[config.mk]
export PLATFORM = sky130hd
export DESIGN_NAME = ldcr_display_ctrl
export DESIGN_NICKNAME = d
export VERILOG_FILES = /design/src/pkg/ldcr_pkg.sv /design/src/design/ldcr_blink_gen.sv /design/src/design/ldcr_origin_latch.sv /design/src/design/ldcr_display_ctrl.sv
export SDC_FILE = /design/constraint.sdc
export NUM_CORES = 1
export LEC_CHECK = 0
export BUFFER_PORTS_ARGS = -buffer_cell sky130_fd_sc_hd__buf_2
export CELL_PAD_IN_SITES_DETAIL_PLACEMENT = 0
export CELL_PAD_IN_SITES_GLOBAL_PLACEMENT = 1
export CORE_MARGIN = 10
export CORE_UTILIZATION = 30
export CTS_CLUSTER_DIAMETER = 200
export CTS_CLUSTER_SIZE = 16
export DETAILED_ROUTE_END_ITERATION = 6
export PLACE_DENSITY = 0.71
export SETUP_SLACK_MARGIN = 0.2
export SYNTH_ARGS = -nofsm -noshare
export SYNTH_HDL_FRONTEND = slang
export SYNTH_SLANG_ARGS = --single-unit
export TNS_END_PERCENT = 100
[constraint.sdc]
create_clock -name ref_clk -period 3.7 [get_ports ref_clk]
set_input_delay 0 -clock ref_clk [delete_from_list [all_inputs] [get_ports ref_clk]]
set_output_delay 0 -clock ref_clk [all_outputs]
set_load 0.02 [all_outputs]
[src/pkg/ldcr_pkg.sv]
// Purpose: Constants for the display control register set
// Assumes: Direct register access over an 8-bit host port with 16-bit addresses
// Notes: Rates derive from the frame pulse supplied by the panel timing logic
package ldcr_pkg;
    localparam int LDCR_AW = 16;
    localparam int LDCR_DW = 8;
    localparam logic [15:0] LDCR_DISP_ON_ADDR = 16'h8009;
    localparam logic [15:0] LDCR_ATTR_ADDR = 16'h800A;
    localparam logic [15:0] LDCR_B1_LO_ADDR = 16'h800B;
    localparam logic [15:0] LDCR_B1_HI_ADDR = 16'h800C;
    localparam logic [15:0] LDCR_B1_LINES_ADDR = 16'h800D;
    localparam logic [15:0] LDCR_B2_LO_ADDR = 16'h800E;
    localparam logic [15:0] LDCR_B2_HI_ADDR = 16'h800F;
    localparam logic [15:0] LDCR_B2_LINES_ADDR = 16'h8010;
    localparam logic [15:0] LDCR_B3_LO_ADDR = 16'h8011;
    localparam logic [15:0] LDCR_B3_HI_ADDR = 16'h8012;
    localparam logic [15:0] LDCR_B4_LO_ADDR = 16'h8013;
    localparam logic [15:0] LDCR_B4_HI_ADDR = 16'h8014;
    localparam logic [7:0] LDCR_RESET_VAL = 8'h00;
    // Field positions inside the attribute register, and the enable bit of the display on register
    localparam int LDCR_CURSOR_LSB = 0;
    localparam int LDCR_BLK1_LSB = 2;
    localparam int LDCR_BLK2_LSB = 4;
    localparam int LDCR_BLK3_LSB = 6;
    localparam int LDCR_ENABLE_BIT = 0;
    // Attribute encodings
    localparam logic [1:0] LDCR_ATTR_OFF = 2'h0;
    localparam logic [1:0] LDCR_ATTR_STEADY = 2'h1;
    localparam logic [1:0] LDCR_ATTR_SLOW = 2'h2;
    localparam logic [1:0] LDCR_ATTR_FAST = 2'h3;
    // Frame counter taps: divide by 4, 32, 64
    localparam int LDCR_FRAME_CNT_W = 6;
    localparam int LDCR_TAP_DIV4 = 1;
    localparam int LDCR_TAP_DIV32 = 4;
    localparam int LDCR_TAP_DIV64 = 5;
    // Cursor visible 70 percent of the blink period
    localparam int LDCR_DUTY_ON_PCT = 70;
    localparam int LDCR_PCT_FULL = 100;
endpackage

[src/design/ldcr_blink_gen.sv]
// Purpose: Free-running frame counter with flash and blink phase outputs
// Assumes: frame_tick is a one-cycle pulse per panel frame
// Notes: Cursor blink phases are decoded from the counter for 70/30 duty
`timescale 1ns/1ps
module ldcr_blink_gen
    import ldcr_pkg::*;
(
    input wire logic ref_clk,
    input wire logic reset,
    input wire logic frame_tick,
    output logic flash_fast,
    output logic flash_slow,
    output logic cursor_slow,
    output logic cursor_very_slow
);
    typedef struct packed {
        logic [LDCR_FRAME_CNT_W-1:0] cnt;
        logic fast;
        logic slow;
        logic cur_slow;
        logic cur_vslow;
    } ldcr_blink_s;

    ldcr_blink_s state_reg;
    ldcr_blink_s state_next;

    // Blink periods in frames, taken from the counter taps so they follow them
    localparam int SLOW_PERIOD = 2 ** (LDCR_TAP_DIV32 + 1);
    localparam int VSLOW_PERIOD = 2 ** (LDCR_TAP_DIV64 + 1);

    // Visible while the phase is under 70 percent of the period
    function automatic logic duty_on(input logic [LDCR_FRAME_CNT_W-1:0] phase, input int period);
        duty_on = (int'(phase) * LDCR_PCT_FULL) < (period * LDCR_DUTY_ON_PCT);
    endfunction

    // Counter and registered phases; flashes are 50 percent squares
    always_comb begin
        state_next = state_reg;
        if (frame_tick) begin
            state_next.cnt = state_reg.cnt + 1'b1;
        end
        state_next.fast = state_next.cnt[LDCR_TAP_DIV4];
        state_next.slow = state_next.cnt[LDCR_TAP_DIV32];
        state_next.cur_slow = duty_on({1'b0, state_next.cnt[LDCR_TAP_DIV32:0]}, SLOW_PERIOD);
        state_next.cur_vslow = duty_on(state_next.cnt, VSLOW_PERIOD);
    end

    always_ff @(posedge ref_clk) begin
        if (reset) begin
            state_reg <= '0;
        end else begin
            state_reg <= state_next;
        end
    end

    assign flash_fast = state_reg.fast;
    assign flash_slow = state_reg.slow;
    assign cursor_slow = state_reg.cur_slow;
    assign cursor_very_slow = state_reg.cur_vslow;
endmodule

[src/design/ldcr_origin_latch.sv]
// Purpose: One screen block start address with low/high staging
// Assumes: Host writes low byte first, then high byte
// Notes: The live address only moves on a high byte write
`timescale 1ns/1ps
module ldcr_origin_latch
    import ldcr_pkg::*;
(
    input wire logic ref_clk,
    input wire logic reset,
    input wire logic wr_low,
    input wire logic wr_high,
    input wire logic [LDCR_DW-1:0] wr_data,
    output logic [LDCR_DW-1:0] low_shadow,
    output logic [2*LDCR_DW-1:0] origin
);
    typedef struct packed {
        logic [LDCR_DW-1:0] low;
        logic [2*LDCR_DW-1:0] live;
    } ldcr_origin_s;

    ldcr_origin_s state_reg;
    ldcr_origin_s state_next;

    // Low byte only stages; a high byte write commits both halves together
    always_comb begin
        state_next = state_reg;
        if (wr_low) begin
            state_next.low = wr_data;
        end
        if (wr_high) begin
            state_next.live = {wr_data, state_reg.low};
        end
    end

    always_ff @(posedge ref_clk) begin
        if (reset) begin
            state_reg <= '0;
        end else begin
            state_reg <= state_next;
        end
    end

    assign low_shadow = state_reg.low;
    assign origin = state_reg.live;
endmodule

[src/design/ldcr_display_ctrl.sv]
// Purpose: Display control register bank of a graphic LCD controller
// Assumes: Direct host port with chip select, write and read strobes per cycle
// Notes: Frame pulse, memory access pulses and power save come from neighbours
//
// Overview of operation
// - Enable bit 0 off blanks whole display and cursor, overriding attributes.
// - Bits 7-6 set third block: blank, steady, flash frame/32, frame/4.
// - Bits 5-4 set second block, also fourth block in dual panel.
// - Bits 3-2 set first block with same blank/steady/flash encoding.
// - Bits 1-0 set cursor: hidden, steady, blink frame/32, frame/64.
// - Blinking cursor visible seventy percent, hidden thirty percent.
// - Memory write re-enables disabled cursor and advances cursor position.
// - Memory read advances cursor but leaves disabled cursor disabled.
// - Old start address stays until high byte written, then all changes.
// - Each block start address is sixteen bits from low/high pair.
// - First block size register holds line count minus one.
// - Second block size register holds line count minus one.
// - Entering power save clears the display enable bit.
`timescale 1ns/1ps
module ldcr_display_ctrl
    import ldcr_pkg::*;
(
    input wire logic ref_clk,
    input wire logic reset,
    input wire logic host_cs,
    input wire logic host_wr,
    input wire logic host_rd,
    input wire logic [LDCR_AW-1:0] host_addr,
    input wire logic [LDCR_DW-1:0] host_wdata,
    output logic [LDCR_DW-1:0] host_rdata,
    input wire logic frame_tick,
    input wire logic dual_panel,
    input wire logic power_save_enter,
    input wire logic mem_write,
    input wire logic mem_read,
    input wire logic [LDCR_AW-1:0] cursor_step,
    input wire logic cursor_load,
    input wire logic [LDCR_AW-1:0] cursor_load_value,
    output logic display_enabled,
    output logic block1_visible,
    output logic block2_visible,
    output logic block3_visible,
    output logic block4_visible,
    output logic cursor_visible,
    output logic [LDCR_AW-1:0] cursor_addr,
    output logic [LDCR_AW-1:0] first_block_origin,
    output logic [LDCR_AW-1:0] second_block_origin,
    output logic [LDCR_AW-1:0] third_block_origin,
    output logic [LDCR_AW-1:0] fourth_block_origin,
    output logic [LDCR_DW-1:0] first_block_lines,
    output logic [LDCR_DW-1:0] second_block_lines
);
    localparam int NUM_BLOCKS = 4;

    typedef struct packed {
        logic enable;
        logic [LDCR_DW-1:0] attr;
        logic [LDCR_DW-1:0] lines1;
        logic [LDCR_DW-1:0] lines2;
        logic cursor_forced;
        logic [LDCR_AW-1:0] cursor;
        logic [LDCR_DW-1:0] rdata;
        logic [NUM_BLOCKS-1:0] blk_vis;
        logic cur_vis;
    } ldcr_ctrl_s;

    ldcr_ctrl_s state_reg;
    ldcr_ctrl_s state_next;

    logic flash_fast;
    logic flash_slow;
    logic cursor_slow;
    logic cursor_very_slow;
    logic [NUM_BLOCKS-1:0] wr_low;
    logic [NUM_BLOCKS-1:0] wr_high;
    logic [LDCR_DW-1:0] low_shadow [NUM_BLOCKS];
    logic [LDCR_AW-1:0] origin [NUM_BLOCKS];
    logic host_write;
    logic host_read;

    // Low and high byte addresses of each block origin
    localparam logic [15:0] LO_ADDR [NUM_BLOCKS] = '{LDCR_B1_LO_ADDR, LDCR_B2_LO_ADDR,
                                                    LDCR_B3_LO_ADDR, LDCR_B4_LO_ADDR};
    localparam logic [15:0] HI_ADDR [NUM_BLOCKS] = '{LDCR_B1_HI_ADDR, LDCR_B2_HI_ADDR,
                                                    LDCR_B3_HI_ADDR, LDCR_B4_HI_ADDR};

    assign host_write = host_cs && host_wr;
    assign host_read = host_cs && host_rd;

    // Block flash decode, shared by all four blocks
    function automatic logic block_on(input logic [1:0] attr, input logic fast, input logic slow);
        unique case (attr)
            LDCR_ATTR_OFF: block_on = 1'b0;
            LDCR_ATTR_STEADY: block_on = 1'b1;
            LDCR_ATTR_SLOW: block_on = slow;
            LDCR_ATTR_FAST: block_on = fast;
        endcase
    endfunction

    ldcr_blink_gen u_blink (
        .ref_clk(ref_clk),
        .reset(reset),
        .frame_tick(frame_tick),
        .flash_fast(flash_fast),
        .flash_slow(flash_slow),
        .cursor_slow(cursor_slow),
        .cursor_very_slow(cursor_very_slow)
    );

    // One staging latch per block origin
    genvar g;
    generate
        for (g = 0; g < NUM_BLOCKS; g++) begin : g_origin
            assign wr_low[g] = host_write && (host_addr == LO_ADDR[g]);
            assign wr_high[g] = host_write && (host_addr == HI_ADDR[g]);
            ldcr_origin_latch u_origin (
                .ref_clk(ref_clk),
                .reset(reset),
                .wr_low(wr_low[g]),
                .wr_high(wr_high[g]),
                .wr_data(host_wdata),
                .low_shadow(low_shadow[g]),
                .origin(origin[g])
            );
        end
    endgenerate

    // Register writes, cursor motion, read mux and visibility
    always_comb begin
        logic [1:0] cur_attr;
        cur_attr = 2'h0;
        state_next = state_reg;
        if (host_write) begin
            unique case (host_addr)
                LDCR_DISP_ON_ADDR: state_next.enable = host_wdata[LDCR_ENABLE_BIT];
                LDCR_ATTR_ADDR: begin
                    state_next.attr = host_wdata;
                    state_next.cursor_forced = 1'b0;
                end
                LDCR_B1_LINES_ADDR: state_next.lines1 = host_wdata;
                LDCR_B2_LINES_ADDR: state_next.lines2 = host_wdata;
                default: ;
            endcase
        end
        // Power save wins over a simultaneous enable write
        if (power_save_enter) begin
            state_next.enable = 1'b0;
        end
        // Cursor address: direct load, otherwise step on every memory access
        if (cursor_load) begin
            state_next.cursor = cursor_load_value;
        end else if (mem_write || mem_read) begin
            state_next.cursor = state_reg.cursor + cursor_step;
        end
        // Only a write revives a hidden cursor; a read leaves it alone
        if (mem_write && state_reg.attr[LDCR_CURSOR_LSB +: 2] == LDCR_ATTR_OFF) begin
            state_next.cursor_forced = 1'b1;
        end
        // Read data, unmapped addresses read as zero
        state_next.rdata = LDCR_RESET_VAL;
        if (host_read) begin
            unique case (host_addr)
                LDCR_DISP_ON_ADDR: state_next.rdata = {7'h00, state_reg.enable};
                LDCR_ATTR_ADDR: state_next.rdata = state_reg.attr;
                LDCR_B1_LINES_ADDR: state_next.rdata = state_reg.lines1;
                LDCR_B2_LINES_ADDR: state_next.rdata = state_reg.lines2;
                LDCR_B1_LO_ADDR: state_next.rdata = low_shadow[0];
                LDCR_B1_HI_ADDR: state_next.rdata = origin[0][LDCR_AW-1:LDCR_DW];
                LDCR_B2_LO_ADDR: state_next.rdata = low_shadow[1];
                LDCR_B2_HI_ADDR: state_next.rdata = origin[1][LDCR_AW-1:LDCR_DW];
                LDCR_B3_LO_ADDR: state_next.rdata = low_shadow[2];
                LDCR_B3_HI_ADDR: state_next.rdata = origin[2][LDCR_AW-1:LDCR_DW];
                LDCR_B4_LO_ADDR: state_next.rdata = low_shadow[3];
                LDCR_B4_HI_ADDR: state_next.rdata = origin[3][LDCR_AW-1:LDCR_DW];
                default: state_next.rdata = LDCR_RESET_VAL;
            endcase
        end
        // Block visibility, all gated by the master enable
        state_next.blk_vis[0] = state_reg.enable &&
            block_on(state_reg.attr[LDCR_BLK1_LSB +: 2], flash_fast, flash_slow);
        state_next.blk_vis[1] = state_reg.enable &&
            block_on(state_reg.attr[LDCR_BLK2_LSB +: 2], flash_fast, flash_slow);
        state_next.blk_vis[2] = state_reg.enable &&
            block_on(state_reg.attr[LDCR_BLK3_LSB +: 2], flash_fast, flash_slow);
        // Fourth block has no field of its own; it follows the second
        state_next.blk_vis[3] = state_reg.enable && dual_panel &&
            block_on(state_reg.attr[LDCR_BLK2_LSB +: 2], flash_fast, flash_slow);
        // A revived cursor shows steadily until the attribute is rewritten
        cur_attr = state_reg.attr[LDCR_CURSOR_LSB +: 2];
        if (state_reg.cursor_forced && cur_attr == LDCR_ATTR_OFF) begin
            cur_attr = LDCR_ATTR_STEADY;
        end
        unique case (cur_attr)
            LDCR_ATTR_OFF: state_next.cur_vis = 1'b0;
            LDCR_ATTR_STEADY: state_next.cur_vis = state_reg.enable;
            LDCR_ATTR_SLOW: state_next.cur_vis = state_reg.enable && cursor_slow;
            LDCR_ATTR_FAST: state_next.cur_vis = state_reg.enable && cursor_very_slow;
        endcase
    end

    always_ff @(posedge ref_clk) begin
        if (reset) begin
            state_reg <= '0;
        end else begin
            state_reg <= state_next;
        end
    end

    // Registered outputs
    assign host_rdata = state_reg.rdata;
    assign display_enabled = state_reg.enable;
    assign block1_visible = state_reg.blk_vis[0];
    assign block2_visible = state_reg.blk_vis[1];
    assign block3_visible = state_reg.blk_vis[2];
    assign block4_visible = state_reg.blk_vis[3];
    assign cursor_visible = state_reg.cur_vis;
    assign cursor_addr = state_reg.cursor;
    assign first_block_origin = origin[0];
    assign second_block_origin = origin[1];
    assign third_block_origin = origin[2];
    assign fourth_block_origin = origin[3];
    assign first_block_lines = state_reg.lines1;
    assign second_block_lines = state_reg.lines2;
endmodule

==> results of run 1 <==
==> per-stage QoR <==
stage	area, sq um	cells
2_1_floorplan	8005	1011
3_3_place_gp	8811	1436
3_5_place_dp	8811	1436
4_1_cts	9661	1496
6_report	9752	1496
5_1_grt	9752	1496
==> worst min-delay path, delay by kind of cell <==
family                 cells  cell delay (ps)
AO/OA/AOI/OAI              2              210
buffers and inverters      1               90
XOR/XNOR                   1              140
==> synth_stat cells, drive strengths merged, types with 2 or more instances <==
library cell / n / share of area [%]
o21ai: 13 / 0.81
xnor2: 15 / 1.6
a22oi: 16 / 1.5
o21bai: 2 / 0.19
nand3: 15 / 1.1
clkbuf: 41 / 2.0
a211o: 2 / 0.22
nand4: 4 / 0.31
a222oi: 13 / 1.6
o31a: 2 / 0.22
nor3: 16 / 1.2
nor4: 7 / 0.89
o211ai: 2 / 0.19
xor2: 15 / 1.6
nor2b: 9 / 0.70
nor2: 45 / 2.1
mux2i: 5 / 0.63
o21a: 3 / 0.28
a211oi: 6 / 0.56
a21o: 5 / 0.47
nor4b: 2 / 0.41
buf: 56 / 5.3
a21oi: 160 / 10
ha: 37 / 5.8
a31oi: 10 / 0.78
and2: 9 / 0.75
nand3b: 3 / 0.28
a221o: 2 / 0.25
and4: 2 / 0.22
a311oi: 2 / 0.22
mux2: 4 / 0.56
dfxtp: 159 / 40
nand2: 276 / 13
fa: 3 / 0.75
a221oi: 6 / 0.66
inv: 19 / 0.89
nand2b: 2 / 0.16
and3: 9 / 0.70
or3: 6 / 0.47
o22ai: 2 / 0.16
==> final cells by class <==
cell class / count / area (sq um)
inverter: 19 / 71.32
fill: 2771 / 16380
multi-input combinational: 736 / 4257
sequential: 159 / 3189
tap: 335 / 419.2
clock buffer: 20 / 446.7
clock inverter: 12 / 122.6
timing repair buffer: 215 / 1246
==> where the power goes <==
group / total, mW / internal, mW / leakage, nW / switching, mW
registers: 1.75 / 1.73 / 1.29 / 0.0177
logic: 0.442 / 0.179 / 2.37 / 0.263
clock network: 1.75 / 0.962 / 0.274 / 0.788
==> worst paths after layout <==
check	start	cells after the start	endpoint	slack [ps]
hold reg to reg	g_origin[0].u_origin.origin[1]	2	g_origin[0].u_origin.origin[1]	450
setup / recovery	u_blink.state_reg[5]	12	u_blink.cursor_very_slow	400
setup reg to reg	u_blink.state_reg[5]	12	u_blink.cursor_very_slow	400
hold / removal	cursor_step[15]	4	cursor_addr[15]	40
==> cells by family (layout without fill, tap and decap cells) <==
family | Yosys count | after routing | share of synthesized area [%]
XOR/XNOR | 30 | 30 | 3.282
multiplexers | 9 | 9 | 1.188
adder cells (fa/ha/maj) | 40 | 40 | 6.533
AND/OR/NAND/NOR | 408 | 408 | 22.52
flip-flops | 159 | 159 | 39.76
buffers and inverters | 116 | 266 | 8.205
AO/OA/AOI/OAI | 249 | 249 | 18.51
==> layer usage <==
| layer | track usage [%] | up-vias |
|---|---|---|
| met5 | 0 | - |
| met4 | 4.951 | 0 |
| met3 | 4.269 | 22 |
| met2 | 25.63 | 200 |
| met1 | 20.70 | 3574 |
| li1 | - | 3719 |
==> what timing repair did <==
action,in CTS,in global routing
setup endpoints to repair,0,1
endpoints found under the hold margin,102,0
hold buffers,28,0
gates resized for setup,0,17
==> results_dict.tcl, run 1 <==
set metrics [dict create \
    cts-root-buf "clkbuf_16" \
    pre_cts_ws_ps 267.5 \
    async_flop_share_pct 0 \
    dieArea_sq_um 33620 \
    syn_to_final_growth_pct 21.82 \
    cts_tree "built" \
    finalPower_mw 3.943 \
    grt_use_total_pct 16.06 \
    yosys_register_bits 159 \
    avgSynthCellArea_sq_um 7.918 \
    rsz0062_at_grt "no" \
    grt-ovfl-total 0 \
    met2RoutedLength_mm 13.20 \
    setup_viol 0 \
    outcome "finished, final reports clean" \
    wirelength_mm 28.01 \
    critPathBufInv 0 \
    syn-num-nets 1118 \
    core_area_sq_um 26130 \
    viasPerCell 5.023 \
    grt_pass1_vias 7279 \
    post-route-period-util_pct 89.11 \
    seq_area_frac_synth_pct 39.76 \
    p_leak_nw 3.932 \
    post_cts_buffers 0 \
    numCtsBuffers 17 \
    start_util_pct 30.63 \
    final_antenna_net_count 0 \
    setup_tns_ps 0 \
    cts.sinks 159 \
    ir_worst_vdd_mv 0.2576 \
    hold_viol 0 \
    cts_buffer_depth 2 \
    postSynthCellCount 1011 \
    hold_path_class "in -> reg" \
    grt_max_degree 71 \
    crit_fanout 6 \
    path_class "reg -> reg" \
    start_kind "flop" \
    layout-drive-gt1-share_pct 21.62 \
    n_antenna_cell 0 \
    die_y_um 183.4 \
    finalMaxSlewViolations 0 \
    critPathCaptureType "flop" \
    clk-insertion-delay-late_ps 430 \
    final_util_pct 37.32 \
    fin_skew_ps 9.250 \
    path_cells "ha_1 -> mux2_2 -> ha_1 -> ha_4 -> ha_1 -> ha_1 -> a21o_1 -> a21o_1 -> nor3_2 -> a31oi_1 -> or3_1 -> a21oi_1" \
    yosys_warnings 0 \
    hold_ws_ps 44.99 \
    num_vias 7515 \
    clkTransAtPathRegs_ps 70 \
    final_cell_mix "nand2_1, buf_2, a21oi_1, dfxtp_1, nor2_1" \
    synth_area_sq_um 8005 \
    topRoutingLayerUsed "met4" \
    final_common_cell "nand2_1" \
    worstMarginPinSlew_ps 982.3 \
    wire_per_inst_um 18.72 \
    routabilityCongestion 0.8283 \
    cp.required_ps 4070 \
    portBuffers 176 \
    h-tree-depth 4 \
    die_w_um 183.4 \
    pin_count 177 \
    cp_common_cell "ha_1" \
    cp_slowest_cell "or3_1" \
    drt-initial-drc-count 573 \
    fin_nets 1255 \
    max_stage_delay_ps 390 \
    powerDensity_nw_per_um2 404.3 \
    drc 0 \
    largest_reg_flops 64 \
    yosysUniqueCellTypes 58 \
    setup_ws_ps 402.8 \
    max_freq_mhz 303.3 \
    wl_met3_mm 1.872 \
    grt_pass1_wl_mm 42.66 \
    grt_antenna_before_repair 0 \
    drt_pass1_iterations 7 \
    worstPathArrival_ps 3660 \
    wl_met1_mm 12.54 \
    hpwl_mm 20.44 \
    row_count 59 \
    ys.flop_type "dfxtp_1" \
    maxSlewHeadroom_pct 34.01 \
    maxCapViolCount 0 \
    synth_edf_count 0 \
    cp_top_family "adder cells" \
    period_needed_ps 3297 \
]
No activity file was read; power rests on OpenSTA's default activity.
==> inputs of run 2 (changes only) <==
==> constraint.sdc (replaced) <==
create_clock -name ref_clk -period 3.7 [get_ports ref_clk]
set_input_delay 1.11 -clock ref_clk [delete_from_list [all_inputs] [get_ports ref_clk]]
set_output_delay 1.11 -clock ref_clk [all_outputs]
set_load 0.02 [all_outputs]
==> run 2 against run 1 <==
Net effect: final cell count rose by 0.13%; global-route usage grew 0.14 points; combinational power barely moved; power grew 0.55%; non-clock buffer count rose by 1; critical path depth rose by 4; critical path type is now in -> reg; fmax is 0.96% lower; utilization up 0.27 points; final area grew 0.73%; wire length is essentially flat; die area unchanged.
==> results_dict.tcl, run 2 (synthesis gave the netlist of run 1 again) <==
set metrics [dict create \
    final_common_cell "nand2_1" \
    use_met1_pct 20.98 \
    fin_nets 1256 \
    p_leak_nw 3.962 \
    internal-power_mw 2.873 \
    ir_worst_vdd_mv 0.2679 \
    reg2reg_slack_ps 530 \
    combPwrFrac_pct 11.1 \
    hold_viol 0 \
    syn_to_final_growth_pct 22.71 \
    numCtsBuffers 17 \
    post-route-period-util_pct 89.98 \
    rsz0062_at_grt "no" \
    period_needed_ps 3329 \
    final_cell_mix "nand2_1, buf_2, a21oi_1, dfxtp_1, nor2_1" \
    routabilityCongestion 0.8381 \
    drc 0 \
    clk-insertion-delay-late_ps 430 \
    die_y_um 183.4 \
    worstPathArrival_ps 3690 \
    maxCapViolCount 0 \
    outcome "finished, final reports clean" \
    p_seq_share_pct 44.2 \
    grt_util_met2_pct 25.68 \
    cts.sinks 159 \
    drt-initial-drc-count 726 \
    top_usage_layer "met2" \
    hold_path_class "reg -> reg" \
    grt_use_total_pct 16.20 \
    grt_max_degree 109 \
    regArea_sq_um 3183 \
    cts_buffer_depth 2 \
    maxSlewHeadroom_pct 37.23 \
    critPathCaptureType "flop" \
    cts-root-buf "clkbuf_16" \
    core_area_sq_um 26130 \
    start_util_pct 30.63 \
    min_path_cells 2 \
    portBuffers 176 \
    min_from "g_origin[1].u_origin.origin[0]" \
    layout-drive-gt1-share_pct 24.78 \
    met3_usage_pct 4.308 \
    p_switching_mw 1.092 \
    postCtsHoldBufs 0 \
    final_antenna_net_count 0 \
    grt-ovfl-total 0 \
    cp.required_ps 4060 \
    finalMaxSlewViolations 0 \
    wire_per_inst_um 18.69 \
    hpwl_mm 20.78 \
    fin_skew_ps 14.35 \
    setup_viol 0 \
    max_freq_mhz 300.4 \
    crit_fanout 5 \
    dpl-instance-area_sq_um 9191 \
    p_sw_share_pct 27.53 \
    final_util_pct 37.59 \
    regToRegStartpoint "u_blink.state_reg[5]" \
    powerDensity_nw_per_um2 403.6 \
    largest_reg_flops 64 \
    clkTransAtPathRegs_ps 70 \
    drt_pass1_iterations 5 \
    p_clk_share_pct 44.7 \
    grt_pass1_vias 7391 \
    pin_count 177 \
    ff2ff_path_depth 14 \
    grt_pass1_wl_mm 42.99 \
    fin_area_sq_um 9823 \
    num_vias 7675 \
    r2r-end "u_blink.cursor_very_slow" \
    dieArea_sq_um 33620 \
    worstMarginPinSlew_ps 938.0 \
    multi_input_area_sq_um 4374 \
    row_count 59 \
    start_kind "primary input" \
    wirelength_mm 28.00 \
    cts_tree "built" \
    viasPerCell 5.123 \
    hold_end "g_origin[1].u_origin.origin[0]" \
    die_w_um 183.4 \
    path_class "in -> reg" \
    h-tree-depth 4 \
    grt_antenna_before_repair 2 \
    fill_cells 2809 \
]
==> run 2: cell count changes in the layout (fill, tap and decap cells not counted), sizes merged <==
cell and change:
clkinv +1, buf +29, clkinvlp -1, clkbuf -1
diode +1, dlygate4sd3 -28, inv +1
==> run 2: how the worst max path moves through the flow <==
stage                     from                  endpoint  slack, ps  cells past startpoint
floorplan           frame_tick  u_blink.cursor_very_slow         80                     14
global placement    frame_tick  u_blink.cursor_very_slow        -90                     13
detailed placement  frame_tick  u_blink.cursor_very_slow       -180                     16
CTS                 frame_tick  u_blink.cursor_very_slow        260                     16
global route        frame_tick  u_blink.cursor_very_slow        220                     16
finish              frame_tick  u_blink.cursor_very_slow        370                     16
==> run 2: area by class of cell <==
class,count,area share [%]
sequential,159,32.40
antenna,1,0.02547
clock inverter,13,1.299
inverter,19,0.7260
clock buffer,19,4.509
multi-input combinational,736,44.53
tap,335,4.267
timing repair buffer,216,12.24
==> run 2: per-stage QoR <==
step / setup TNS (ps) / hold slack (ps) / power (mW) / worst slack, ps / std cells
final: 0 / 448.0 / 3.964 / 370.8 / 1498
after global placement: -93.87 / 437.0 / 2.225 / -93.87 / 1464
after CTS: 0 / 451.1 / 3.985 / 257.3 / 1496
after global routing: 0 / 468.3 / 4.116 / 216.2 / 1498
after detailed placement: -215.7 / 441.0 / 2.232 / -183.6 / 1464
after floorplan: 0 / 436.8 / 2.107 / 82.21 / 1011
==> run 2: repair_timing <==
| item | in CTS | in global routing |
|---|---|---|
| gates resized for setup | 0 | 10 |
| endpoints found under the setup margin | 0 | 2 |
| buffers inserted | 0 | 1 |
==> run 2: critical path, stage by stage <==
cell and delay [ps]:
buf_6 90, nand4_1 130, nor2_1 160, xnor2_1 150
inv_1 110, ha_4 270, inv_2 40, ha_4 210
ha_4 270, ha_4 200, a21oi_4 170, nand2_2 80
xnor2_2 130, a31oi_1 90, or3_1 360, a21oi_1 110
==> run 2: routing by layer <==
metal  part of all wire, %  vias up
met5                     0        -
met4                   1.8        0
met3                   7.2       31
met2                    46      253
met1                    45     3661
li1                      -     3730
==> run 2: power groups by stage <==
stage	Clock [mW]	Combinational (mW)	Sequential (mW)
final	1.77	0.442	1.75
after global routing	1.87	0.495	1.75
after CTS	1.79	0.443	1.75
after detailed placement	0	0.441	1.79
after global placement	0	0.434	1.79
after floorplan	0	0.321	1.79
